===== src/design/privilege_mode_pkg.sv =====
// Shared types and constants for the privilege-mode control block.
// Assumes one processor clock; all partners are clocked logic on it.
package privilege_mode_pkg;

    // Kernel vector area: interrupt level n fetches from base + 2n
    localparam logic [8:0]  VECTOR_BASE     = 9'h020;
    localparam int          VECTOR_STEP_LOG = 1;
    localparam int          ADDR_W          = 18;
    localparam logic [17:0] SUB_ENTRY_STEP  = 18'h00001;

    // Reset values of the mode flags (Kernel, private set)
    localparam logic USER_RESET    = 1'b0;
    localparam logic USER_IO_RESET = 1'b0;
    localparam logic OPEN_RESET    = 1'b0;
    localparam logic PRIV_RESET    = 1'b1;
    localparam logic ICYC_RESET    = 1'b0;

    // Mode from the user and public flags
    typedef enum logic [1:0] {
        MODE_KERNEL,
        MODE_SUPERVISOR,
        MODE_CONCEALED,
        MODE_PUBLIC
    } mode_t;

    // Points at which the microcode may sample interrupts
    typedef enum logic [2:0] {
        SMP_NONE,
        SMP_BETWEEN,
        SMP_BYTE,
        SMP_BLOCK,
        SMP_IO,
        SMP_INDIRECT
    } sample_point_t;

    // Page-table use attributes returned with a response
    typedef struct packed {
        logic in_core;
        logic writable;
        logic open;
        logic cacheable;
    } mem_attr_t;

    // Flag word from the adder: bits 05, 06, 07
    typedef struct packed {
        logic user;
        logic user_io;
        logic open;
    } flag_word_t;

    // Qualifiers sent with a memory request
    typedef struct packed {
        logic valid;
        logic fetch;
        logic test_private;
        logic address_open;
        logic illegal_entry;
    } req_qual_t;

endpackage


===== src/design/privilege_mode_control.sv =====
// Privilege-mode control: mode flags, private-instruction tracking,
// request qualifiers, page-fail and interrupt entry sequencing.
// Assumes the memory controller and interrupt logic share clk_in.
`timescale 1ns/1ps
`default_nettype none
module privilege_mode_control
    import privilege_mode_pkg::*;
(
    input  wire logic          clk_in,
    input  wire logic          rst_in,
    input  wire logic          demand_paging_in,
    input  wire logic          request_in,
    input  wire logic          opcode_fetch_in,
    input  wire logic          memory_response_in,
    input  wire logic          memory_transfer_in,
    input  wire mem_attr_t     table_attr_in,
    input  wire logic          page_fail_hold_in,
    input  wire logic          portal_jump_in,
    input  wire logic          jump_restore_flags_in,
    input  wire logic          special_flag_function_in,
    input  wire logic          magic_bit04_in,
    input  wire flag_word_t    flag_word_in,
    input  wire sample_point_t sample_point_in,
    input  wire logic          interrupt_pending_in,
    input  wire logic          interrupt_ready_in,
    input  wire logic [2:0]    interrupt_level_in,
    input  wire logic          jump_to_subroutine_in,
    input  wire logic          write_test_ok_in,
    input  wire logic [17:0]   effective_address_in,
    output mode_t              mode_out,
    output logic               user_flag_out,
    output logic               user_io_flag_out,
    output logic               open_flag_out,
    output logic               private_instr_out,
    output logic               interrupt_cycle_flag_out,
    output req_qual_t          request_out,
    output logic               leave_user_out,
    output logic               access_fault_out,
    output logic               page_fault_report_out,
    output logic               interrupt_dispatch_out,
    output logic               vector_fetch_out,
    output logic [8:0]         vector_address_out,
    output logic               store_strobe_out,
    output logic [17:0]        store_address_out,
    output logic [17:0]        next_fetch_address_out
);

    typedef enum logic [1:0] {
        SEQ_RUN,
        SEQ_PF_ENTRY,
        SEQ_PI_WAIT,
        SEQ_PI_SET
    } seq_state_t;

    seq_state_t seq_q;
    seq_state_t seq_d;
    mode_t      mode_now;
    mode_t      mode_d;
    logic       fetch_xfer;
    logic       flag_load;
    logic       leave_user;
    logic       clear_open;
    logic       exec_mode;
    logic       user_set;
    logic       io_set;
    logic       open_set;
    logic       open_clr;
    logic       priv_set;
    logic       set_icyc;
    logic       illegal_d;
    req_qual_t  request_d;
    logic       report_d;
    logic       dispatch_d;
    logic       vfetch_d;
    logic [8:0] vaddr_d;
    logic       sampled;

    // Flag event decode from the current flags and microcode strobes
    always_comb begin
        fetch_xfer = memory_transfer_in & opcode_fetch_in;
        flag_load  = special_flag_function_in & magic_bit04_in;
        exec_mode  = ~user_flag_out;
        // Restore jump only leaves user from Kernel mode
        leave_user = (special_flag_function_in & interrupt_cycle_flag_out)
                   | (jump_restore_flags_in & flag_load
                      & (mode_now == MODE_KERNEL));
        // Supervisor restoring a concealed program
        clear_open = flag_load & exec_mode & open_flag_out
                   & flag_word_in.user & ~flag_word_in.open;
        user_set   = flag_load & exec_mode & flag_word_in.user;
        // Leaving user records previous-context user
        io_set     = (leave_user & user_flag_out)
                   | (flag_load & exec_mode & flag_word_in.user_io);
        // Public sets from the word, clears from it only via clear_open: Kernel restore
        // from Supervisor keeps public until a portal
        open_set   = flag_load & flag_word_in.open & ~clear_open;
        open_clr   = leave_user | clear_open
                   | (portal_jump_in & private_instr_out);
        // Fetch breaks the hold path and re-arms on a private source
        priv_set   = leave_user
                   | (fetch_xfer
                      & (~table_attr_in.open | ~open_flag_out));
        set_icyc   = (seq_q == SEQ_PI_SET);
    end

    // Mode flags; reset forces the leave-user values
    flag_cell #(.RESET_VAL(USER_RESET)) u_user (
        .clk_in (clk_in),
        .rst_in (rst_in),
        .set_in (user_set),
        .clr_in (leave_user),
        .q_out  (user_flag_out)
    );
    flag_cell #(.RESET_VAL(USER_IO_RESET)) u_user_io (
        .clk_in (clk_in),
        .rst_in (rst_in),
        .set_in (io_set),
        .clr_in (leave_user),
        .q_out  (user_io_flag_out)
    );
    flag_cell #(.RESET_VAL(OPEN_RESET)) u_open (
        .clk_in (clk_in),
        .rst_in (rst_in),
        .set_in (open_set),
        .clr_in (open_clr),
        .q_out  (open_flag_out)
    );
    // Data accesses never touch the clear, so private holds
    flag_cell #(.RESET_VAL(PRIV_RESET)) u_private (
        .clk_in (clk_in),
        .rst_in (rst_in),
        .set_in (priv_set),
        .clr_in (fetch_xfer),
        .q_out  (private_instr_out)
    );
    // Interrupt cycle ends once its leave-user has happened
    flag_cell #(.RESET_VAL(ICYC_RESET)) u_icyc (
        .clk_in (clk_in),
        .rst_in (rst_in),
        .set_in (set_icyc),
        .clr_in (leave_user & interrupt_cycle_flag_out),
        .q_out  (interrupt_cycle_flag_out)
    );

    mode_decode u_mode_now (
        .user_in  (user_flag_out),
        .open_in  (open_flag_out),
        .mode_out (mode_now)
    );

    // Mode of the flags as they will be after this edge
    mode_decode u_mode_next (
        .user_in  (user_set | (user_flag_out & ~leave_user)),
        .open_in  (open_set | (open_flag_out & ~open_clr)),
        .mode_out (mode_d)
    );

    // Request qualifiers; illegal entry is masked in interrupt cycle
    always_comb begin
        illegal_d = open_flag_out & private_instr_out
                  & ~interrupt_cycle_flag_out;
        request_d.valid         = request_in;
        request_d.fetch         = request_in & opcode_fetch_in;
        // Concealed code has public clear, so data is never tested
        request_d.test_private  = request_in & open_flag_out
                                & ~opcode_fetch_in;
        request_d.address_open  = request_in & open_flag_out
                                & ~interrupt_cycle_flag_out;
        request_d.illegal_entry = request_in & illegal_d;
    end

    // Page-fail and interrupt entry sequencer
    always_comb begin
        seq_d      = seq_q;
        report_d   = 1'b0;
        dispatch_d = 1'b0;
        vfetch_d   = 1'b0;
        sampled    = (sample_point_in != SMP_NONE);
        vaddr_d    = VECTOR_BASE
                   + 9'({interrupt_level_in, 1'b0});
        unique case (seq_q)
            SEQ_RUN: begin
                if (page_fail_hold_in) begin
                    seq_d = SEQ_PF_ENTRY;
                end else if (sampled && interrupt_pending_in) begin
                    seq_d      = SEQ_PI_WAIT;
                    dispatch_d = 1'b1;
                end
            end
            SEQ_PF_ENTRY: begin
                // Interrupt outranks the page fault
                if (interrupt_pending_in) begin
                    seq_d      = SEQ_PI_WAIT;
                    dispatch_d = 1'b1;
                end else begin
                    seq_d    = SEQ_RUN;
                    report_d = 1'b1;
                end
            end
            SEQ_PI_WAIT: begin
                // Interrupt logic finishes its handshake first
                if (interrupt_ready_in) begin
                    seq_d = SEQ_PI_SET;
                end
            end
            SEQ_PI_SET: begin
                seq_d    = SEQ_RUN;
                vfetch_d = 1'b1;
            end
        endcase
    end

    // Registered outputs; every output leaves from a flop
    always_ff @(posedge clk_in) begin
        if (rst_in) begin
            seq_q                  <= SEQ_RUN;
            mode_out               <= MODE_KERNEL;
            request_out            <= '0;
            leave_user_out         <= 1'b0;
            access_fault_out       <= 1'b0;
            page_fault_report_out  <= 1'b0;
            interrupt_dispatch_out <= 1'b0;
            vector_fetch_out       <= 1'b0;
            vector_address_out     <= VECTOR_BASE;
            store_strobe_out       <= 1'b0;
            store_address_out      <= '0;
            next_fetch_address_out <= '0;
        end else begin
            seq_q                  <= seq_d;
            mode_out               <= mode_d;
            request_out            <= request_d;
            leave_user_out         <= leave_user;
            // Absent page under demand paging
            access_fault_out       <= demand_paging_in & memory_response_in
                                    & ~table_attr_in.in_core;
            page_fault_report_out  <= report_d;
            interrupt_dispatch_out <= dispatch_d;
            vector_fetch_out       <= vfetch_d;
            vector_address_out     <= vaddr_d;
            // Store only after a passing write
            store_strobe_out <= jump_to_subroutine_in & write_test_ok_in;
            if (jump_to_subroutine_in && write_test_ok_in) begin
                store_address_out      <= effective_address_in;
                next_fetch_address_out <= effective_address_in
                                        + SUB_ENTRY_STEP;
            end
        end
    end

    // Checks on the mode and sequencing behaviour
    property p_private_set;
        @(posedge clk_in) disable iff (rst_in)
        fetch_xfer && !table_attr_in.open |=> private_instr_out;
    endproperty
    a_private_set: assert property (p_private_set)
        else $error("private not set after private fetch");

    property p_portal;
        @(posedge clk_in) disable iff (rst_in)
        portal_jump_in && private_instr_out && user_flag_out
        && !flag_load && !leave_user |=> mode_out == MODE_CONCEALED;
    endproperty
    a_portal: assert property (p_portal)
        else $error("portal did not enter concealed mode");

    property p_illegal;
        @(posedge clk_in) disable iff (rst_in)
        request_out.illegal_entry |->
            $past(open_flag_out) && $past(private_instr_out)
            && !$past(interrupt_cycle_flag_out);
    endproperty
    a_illegal: assert property (p_illegal)
        else $error("illegal entry without public private cause");

    property p_test_private;
        @(posedge clk_in) disable iff (rst_in)
        request_in && open_flag_out |=>
            request_out.test_private == !$past(opcode_fetch_in);
    endproperty
    a_test_private: assert property (p_test_private)
        else $error("test private qualifier wrong");

    property p_clear_open;
        @(posedge clk_in) disable iff (rst_in)
        mode_now == MODE_SUPERVISOR && flag_load && flag_word_in.user
        && !flag_word_in.open && !leave_user
        |=> mode_out == MODE_CONCEALED ##1 mode_now == MODE_CONCEALED;
    endproperty
    a_clear_open: assert property (p_clear_open)
        else $error("supervisor restore did not reach concealed");

    property p_no_leave;
        @(posedge clk_in) disable iff (rst_in)
        mode_now != MODE_KERNEL && !interrupt_cycle_flag_out
        |=> !leave_user_out;
    endproperty
    a_no_leave: assert property (p_no_leave)
        else $error("leave user outside kernel or interrupt cycle");

    property p_pf_priority;
        @(posedge clk_in) disable iff (rst_in)
        seq_q == SEQ_RUN && page_fail_hold_in ##1 interrupt_pending_in
        |=> interrupt_dispatch_out && !page_fault_report_out;
    endproperty
    a_pf_priority: assert property (p_pf_priority)
        else $error("page fault reported over pending interrupt");

    property p_pf_report;
        @(posedge clk_in) disable iff (rst_in)
        seq_q == SEQ_RUN && page_fail_hold_in ##1 !interrupt_pending_in
        |=> page_fault_report_out;
    endproperty
    a_pf_report: assert property (p_pf_report)
        else $error("page fault not reported");

    property p_vector;
        @(posedge clk_in) disable iff (rst_in)
        seq_q == SEQ_PI_WAIT && interrupt_ready_in
        |=> ##1 vector_fetch_out && interrupt_cycle_flag_out
            && !request_d.illegal_entry
            && vector_address_out == 9'h020 + 9'({$past(
               interrupt_level_in), 1'b0});
    endproperty
    a_vector: assert property (p_vector)
        else $error("vector fetch wrong or unmasked");

    property p_leave_user;
        @(posedge clk_in) disable iff (rst_in)
        special_flag_function_in && interrupt_cycle_flag_out
        && !magic_bit04_in
        |=> mode_now == MODE_KERNEL
            && user_io_flag_out == $past(user_flag_out);
    endproperty
    a_leave_user: assert property (p_leave_user)
        else $error("leave user did not enter kernel");

    property p_jsr;
        @(posedge clk_in) disable iff (rst_in)
        jump_to_subroutine_in && write_test_ok_in
        |=> store_strobe_out
            && next_fetch_address_out == 18'($past(effective_address_in) + 1);
    endproperty
    a_jsr: assert property (p_jsr)
        else $error("subroutine entry address wrong");

    property p_access_fault;
        @(posedge clk_in) disable iff (rst_in)
        demand_paging_in && memory_response_in && !table_attr_in.in_core
        |=> access_fault_out;
    endproperty
    a_access_fault: assert property (p_access_fault)
        else $error("missing access fault");

    c_portal: cover property (@(posedge clk_in) disable iff (rst_in)
        mode_now == MODE_PUBLIC ##1 mode_now == MODE_CONCEALED);
    c_vector: cover property (@(posedge clk_in) disable iff (rst_in)
        vector_fetch_out ##[1:20] leave_user_out);
    c_report: cover property (@(posedge clk_in) disable iff (rst_in)
        page_fault_report_out);

endmodule
`default_nettype wire


===== src/design/flag_cell.sv =====
// One mode flag with hold path, set and clear; set wins over clear.
// Assumes synchronous active-high reset on the processor clock.
`timescale 1ns/1ps
`default_nettype none
module flag_cell #(
    parameter logic RESET_VAL = 1'b0
) (
    input  wire logic clk_in,
    input  wire logic rst_in,
    input  wire logic set_in,
    input  wire logic clr_in,
    output logic      q_out
);
    logic flag_d;

    // Clear breaks the hold path; a set in the same cycle still lands
    always_comb begin
        flag_d = set_in | (q_out & ~clr_in);
    end

    always_ff @(posedge clk_in) begin
        if (rst_in) begin
            q_out <= RESET_VAL;
        end else begin
            q_out <= flag_d;
        end
    end
endmodule
`default_nettype wire


===== src/design/mode_decode.sv =====
// Maps the user and public flags onto the four processor modes.
// Pure combinational; the caller registers the u_mode_next result only.
`timescale 1ns/1ps
`default_nettype none
module mode_decode
    import privilege_mode_pkg::*;
(
    input  wire logic  user_in,
    input  wire logic  open_in,
    output mode_t      mode_out
);
    // Two flags give four modes
    always_comb begin
        unique case ({user_in, open_in})
            2'b00:   mode_out = MODE_KERNEL;
            2'b01:   mode_out = MODE_SUPERVISOR;
            2'b10:   mode_out = MODE_CONCEALED;
            2'b11:   mode_out = MODE_PUBLIC;
        endcase
    end
endmodule
`default_nettype wire


===== config.mk =====
export PLATFORM = sky130hd
export DESIGN_NAME = privilege_mode_control
export DESIGN_NICKNAME = d
export VERILOG_FILES = /design/src/design/privilege_mode_pkg.sv /design/src/design/privilege_mode_control.sv /design/src/design/flag_cell.sv /design/src/design/mode_decode.sv
export SDC_FILE = /design/constraint.sdc
export NUM_CORES = 1
export LEC_CHECK = 0
export ABC_AREA = 1
export ABC_CLOCK_PERIOD_IN_PS = 1900
export BUFFER_PORTS_ARGS = -buffer_cell sky130_fd_sc_hd__clkbuf_2
export CAP_MARGIN = 5
export CORE_UTILIZATION = 50
export DETAILED_ROUTE_END_ITERATION = 8
export GPL_TIMING_DRIVEN = 0
export PLACE_DENSITY = 0.83
export SETUP_SLACK_MARGIN = 0.05
export SYNTH_ARGS = -nofsm -noshare
export SYNTH_HDL_FRONTEND = slang
export SYNTH_SLANG_ARGS = --single-unit

===== constraint.sdc =====
create_clock -name clk_in -period 1.9 [get_ports clk_in]
set_input_delay 0.475 -clock clk_in [delete_from_list [all_inputs] [get_ports clk_in]]
set_output_delay 0.475 -clock clk_in [all_outputs]
set_load 0.01 [all_outputs]

== Word-level counts from Yosys, hierarchy flattened ==
Cells that the tools add are included.

* Add/subtract/negate cells: 2
* Bitwise gates (word level): 56
* Div/mod/pow operators: 0
* Reduce and logical (&&, ||, !) cells: 9
* $lt $le $gt $ge: 0
* Multipliers: 0
* Muxes and demuxes: 13
* Shift operators: 0
* Equal/unequal tests: 11

{| class="wikitable"
|+ Operators with widths
! operator !! number
|-
| $and 1x1->1 || 32
|-
| $pmux 2 s4 || 3
|-
| $add 18x1->18 const B || 1
|-
| $not 1->1 || 13
|-
| $eq 2x2->1 const B || 6
|-
| $or 1x1->1 || 11
|-
| $logic_not 2->1 || 4
|-
| $mux 2 || 4
|-
| $add 6x4->7 const A || 1
|-
| $eq 2x1->1 const B || 3
|-
| $mux 1 || 5
|-
| $ne 3x3->1 const B || 1
|-
| $reduce_bool 3->1 || 1
|-
| $logic_and 1x1->1 || 2
|-
| $ne 2x2->1 const B || 1
|-
| $pmux 1 s2 || 1
|-
| $reduce_and 2->1 || 1
|-
| $reduce_or 2->1 || 1
|}

* Input bits: 47
* Memory bits (writable): 0
* Bits in read-only memories: 0
* Bits in latches: 0
* Word-level logic and storage cells: 112
* Memories: 0
* Output and inout port bits: 63
* Bits in registers: 65

== Logic depth before layout (Yosys ltp) ==
* Depth after elaboration: 12
* Depth in mapped cells: 9
* Depth with buffers taken out: 9

== By module ==
A second synthesis with hierarchy kept.

* Cell total of the unflattened synthesis: 374
* Area total of the unflattened synthesis: 2675.1 um^2

{| class="wikitable"
|+ Modules (own cells, without submodules)
! module !! sequential area each (um^2) !! cells each !! instances !! area each (um^2)
|-
| privilege_mode_control || 1081.0 || 345 || 1 || 2464.9
|-
| flag_cell (u_icyc ...) || 20.0 || 5 || 4 || 40.0
|-
| flag_cell (u_private) || 20.0 || 5 || 1 || 35.0
|-
| mode_decode || 0.0 || 2 || 2 || 7.5
|}

== Worst setup path after synthesis ==
OpenSTA, ideal clock, no wires.

* Path type: in2reg
* Start point: in effective_address_in[0]
* End point: reg next_fetch_address_out[8]
* Setup time: 115 ps
* Slack: 531 ps
* Buffers on the path: 0
* Stages: 7
* Data arrival time: 1253 ps
* Required time: 1785 ps
* Cell sequence: ha_1 > nand2_1 > nor2_4 > nand2_4 > xnor2_1 > o21ai_0 > inv_1

* Cells in the longest elaborated chain, start to end: 1

{| class="wikitable"
|+ RTL lines
! what !! RTL line !! text
|-
| start, declared || privilege_mode_control.sv:29 || <nowiki>input wire logic [17:0] effective_address_in,</nowiki>
|-
| $add 18x1->18 || privilege_mode_control.sv:245 || <nowiki>+ SUB_ENTRY_STEP;</nowiki>
|-
| end signal, assigned || privilege_mode_control.sv:244 || <nowiki>next_fetch_address_out <= effective_address_in</nowiki>
|-
| end, declared || privilege_mode_control.sv:45 || <nowiki>output logic [17:0] next_fetch_address_out</nowiki>
|}

Every way passes these cells.
A chain may end at the register's enable or synchronous reset.

== Worst setup path after layout ==
* Start point: reg mode_out[0]
* End point: out mode_out[0]

{| class="wikitable"
|+ RTL lines
! what !! RTL line !! text
|-
| start, declared || privilege_mode_control.sv:30 || <nowiki>output mode_t mode_out,</nowiki>
|-
| start signal, assigned || privilege_mode_control.sv:230 || <nowiki>mode_out <= mode_d;</nowiki>
|}

No word-level cell between the ends.

==> impl_metrics.ini <==
[sta]
finalSetupViolations = 0
fin_skew_ns = 0.01016
final.period_utilization_pct = 77.07
post-route-min-period_ns = 1.464
drv_slew = 0
fmax_mhz = 682.9
rsz0062_at_grt = no
setup_slack_ns = 0.4357
fin_tns_setup_ns = 0
finalHoldViolCount = 0

[detailed_routing]
first_pass_iters = 4
wl_um = 6576
antenna_left = 0
vias = 2587
viasPerCell = 4.756
routedWlPerCell_um = 12.09
drt-initial-drc-count = 124
drc_errors = 0

[global_route]
grt_pass1_vias = 2384
grt_usage_pct = 25.68
grt_first_pass_wirelength_um = 10380
grt_overflow_total = 0
antenna_found_initial = 0
grt_max_degree = 11

[hold_path]
hp-class = in -> reg

[clock_tree]
post_cts_buffers = 0
h-tree-depth = 3
cts_hold_buf = 0
clock_sinks = 58
clk_pin_slew_ns = 0.07
cts_root_buf = clkbuf_8
clock_path_buffers = 2
clk_latency_ns = 0.34
cts_tree = built
cts_buffers = 9
ctsResizeCount = 0

[cells_and_area]
final_util_pct = 70.00
antenna_cells = 0
final_common_cell = clkbuf_2
design_area_um2 = 3372
nets = 520
layout_common_cells = 101 x clkbuf_2, 78 x nand2_1, 58 x dfxtp_1
fin_cells = 544
area_delta_synth_final_pct = 31.59
drive_above_1_share_pct = 30.61

[placement]
portBuffers = 101
dp_slack_ns = 0.2625
post_dp_cell_area_um2 = 3167
hpwl_um = 5052
gp_congestion = 0.9058
dp_cells = 528

[critical_path]
crit_family = flip-flops
path_cells = buf_4, clkbuf_2
path_buf_inv = 2
worst_path_max_delay_cell = dfxtp_1
endpoint_kind = output port
required_ns = 1.42
slowest_delay_ns = 0.40
start_kind = flop
path_max_fanout = 5
crit_arrival_ns = 0.99
criticalPathCategory = reg -> out

[die]
start_util_pct = 53.19
io_pins = 110
fp.dieH_um = 73.59
rows = 25
core_area_um2 = 4817
dieArea_um2 = 5415
chipWidth_um = 73.59

[yosys]
yosysSeqAreaShare_pct = 45.31
synth_edf_count = 0
synth_cells = 356
synth_area_leader_cell = dfxtp_1
synth_cell_types = 32
synth_seq_cells = 58
async_reset_ff_share_pct = 0
synthesis.area_um2 = 2562
netlist_top_cells_area = dfxtp_1 45%, nand2_1 11%, nor2_1 7.3%
ys.flop_type = dfxtp_1
yosysWarningCount = 0
avgSynthCellArea_um2 = 7.198
synth_top_area_share_pct = 45.31

[flow_run]
maxCapViolations = 0

[power]
ir_worst_vdd_v = 0.0004232
p_per_area_nw_per_um2 = 853.6
p_leak_nw = 1.820

[outcome]
outcome = completed
-- kinds of logic (layout without fill, tap and decap cells) --
group	count (synthesis)	after routing	share of synthesized area (%)
AOI/OAI and AO/OA	45	45	9.912
xor gates and xnor gates	2	2	0.6837
adders and majority gates	1	1	0.4882
buffers and inverters	63	180	10.84
DFF	58	58	45.31
other	2	6	0.2931
and+or+nand+nor	185	185	32.47
-- per-layer routing --
layer	wire [um]	GRT usage, %	vias up
met5	0	0	-
met4	120	13.68	0
met1	2953	31.93	1129
met3	436	5.213	12
met2	3065	41.79	98
li1	-	-	1348
-- path summary, 6_finish.rpt --
kind / start / slack (ns) / end / cells after the start
worst min-delay path: table_attr_in[3] / 0.29 / access_fault_out$_SDFF_PP0_ / 2
worst max-delay path: mode_out[0]$_SDFF_PP0_ / 0.44 / mode_out[0] / 2
worst min register to register: next_fetch_address_out[0]$_SDFFE_PP0P_ / 0.46 / next_fetch_address_out[0]$_SDFFE_PP0P_ / 2
worst max register to register: mode_out[0]$_SDFF_PP0_ / 0.71 / u_user_io.q_out$_SDFF_PP0_ / 4
-- per-stage QoR --
step                hold WS [ns]  power [W]
floorplan                 0.4621   0.001565
global placement          0.4524   0.001729
detailed placement        0.4557   0.001737
CTS                       0.2846   0.002888
global route              0.2951   0.002992
finish                    0.2875   0.002878
-- synthesized netlist by cell type (2+ instances only) --
| master | instances |
|---|---|
| xnor2_1 | 2 |
| dfxtp_1 | 58 |
| nor2_2 | 4 |
| o21ai_0 | 19 |
| o211ai_1 | 3 |
| inv_1 | 40 |
| buf_4 | 8 |
| nand2_4 | 2 |
| nand2_1 | 78 |
| buf_2 | 3 |
| nor2_1 | 50 |
| clkbuf_1 | 7 |
| o21bai_1 | 2 |
| conb_1 | 2 |
| a21oi_1 | 15 |
| nor3_1 | 5 |
| or2_2 | 2 |
| nand4_1 | 5 |
| inv_2 | 4 |
| nor2_4 | 5 |
| nand3_1 | 31 |
-- final cells by class --
cell class                      instances  area, um2
Clock buffer                           12      155.1
Timing Repair Buffer                  101      505.5
Sequential cell                        58       1161
Inverter                               44      165.2
Tap cell                               67      83.83
Fill cell                             451       1445
Buffer                                 19      112.6
Clock inverter                          4      50.05
Multi-Input combinational cell        239       1139
-- flip-flops by register name (all words and copies together) (netlist names) --
name                    count
u_user.q_out                1
store_strobe_out            1
mode_out                    2
store_address_out          18
vector_fetch_out            1
u_icyc.q_out                1
request_out                 5
next_fetch_address_out     18
access_fault_out            1
u_private.q_out             1
leave_user_out              1
interrupt_dispatch_out      1
u_user_io.q_out             1
vector_address_out          3
page_fault_report_out       1
seq_q                       2
-- power breakdown --
part	total, W	internal [W]	switching [W]
Clock	0.00117	0.000675	0.000492
Sequential	0.00132	0.00128	0.0000349
Combinational	0.000394	0.000157	0.000237
Power figures use the tool's default switching activity.
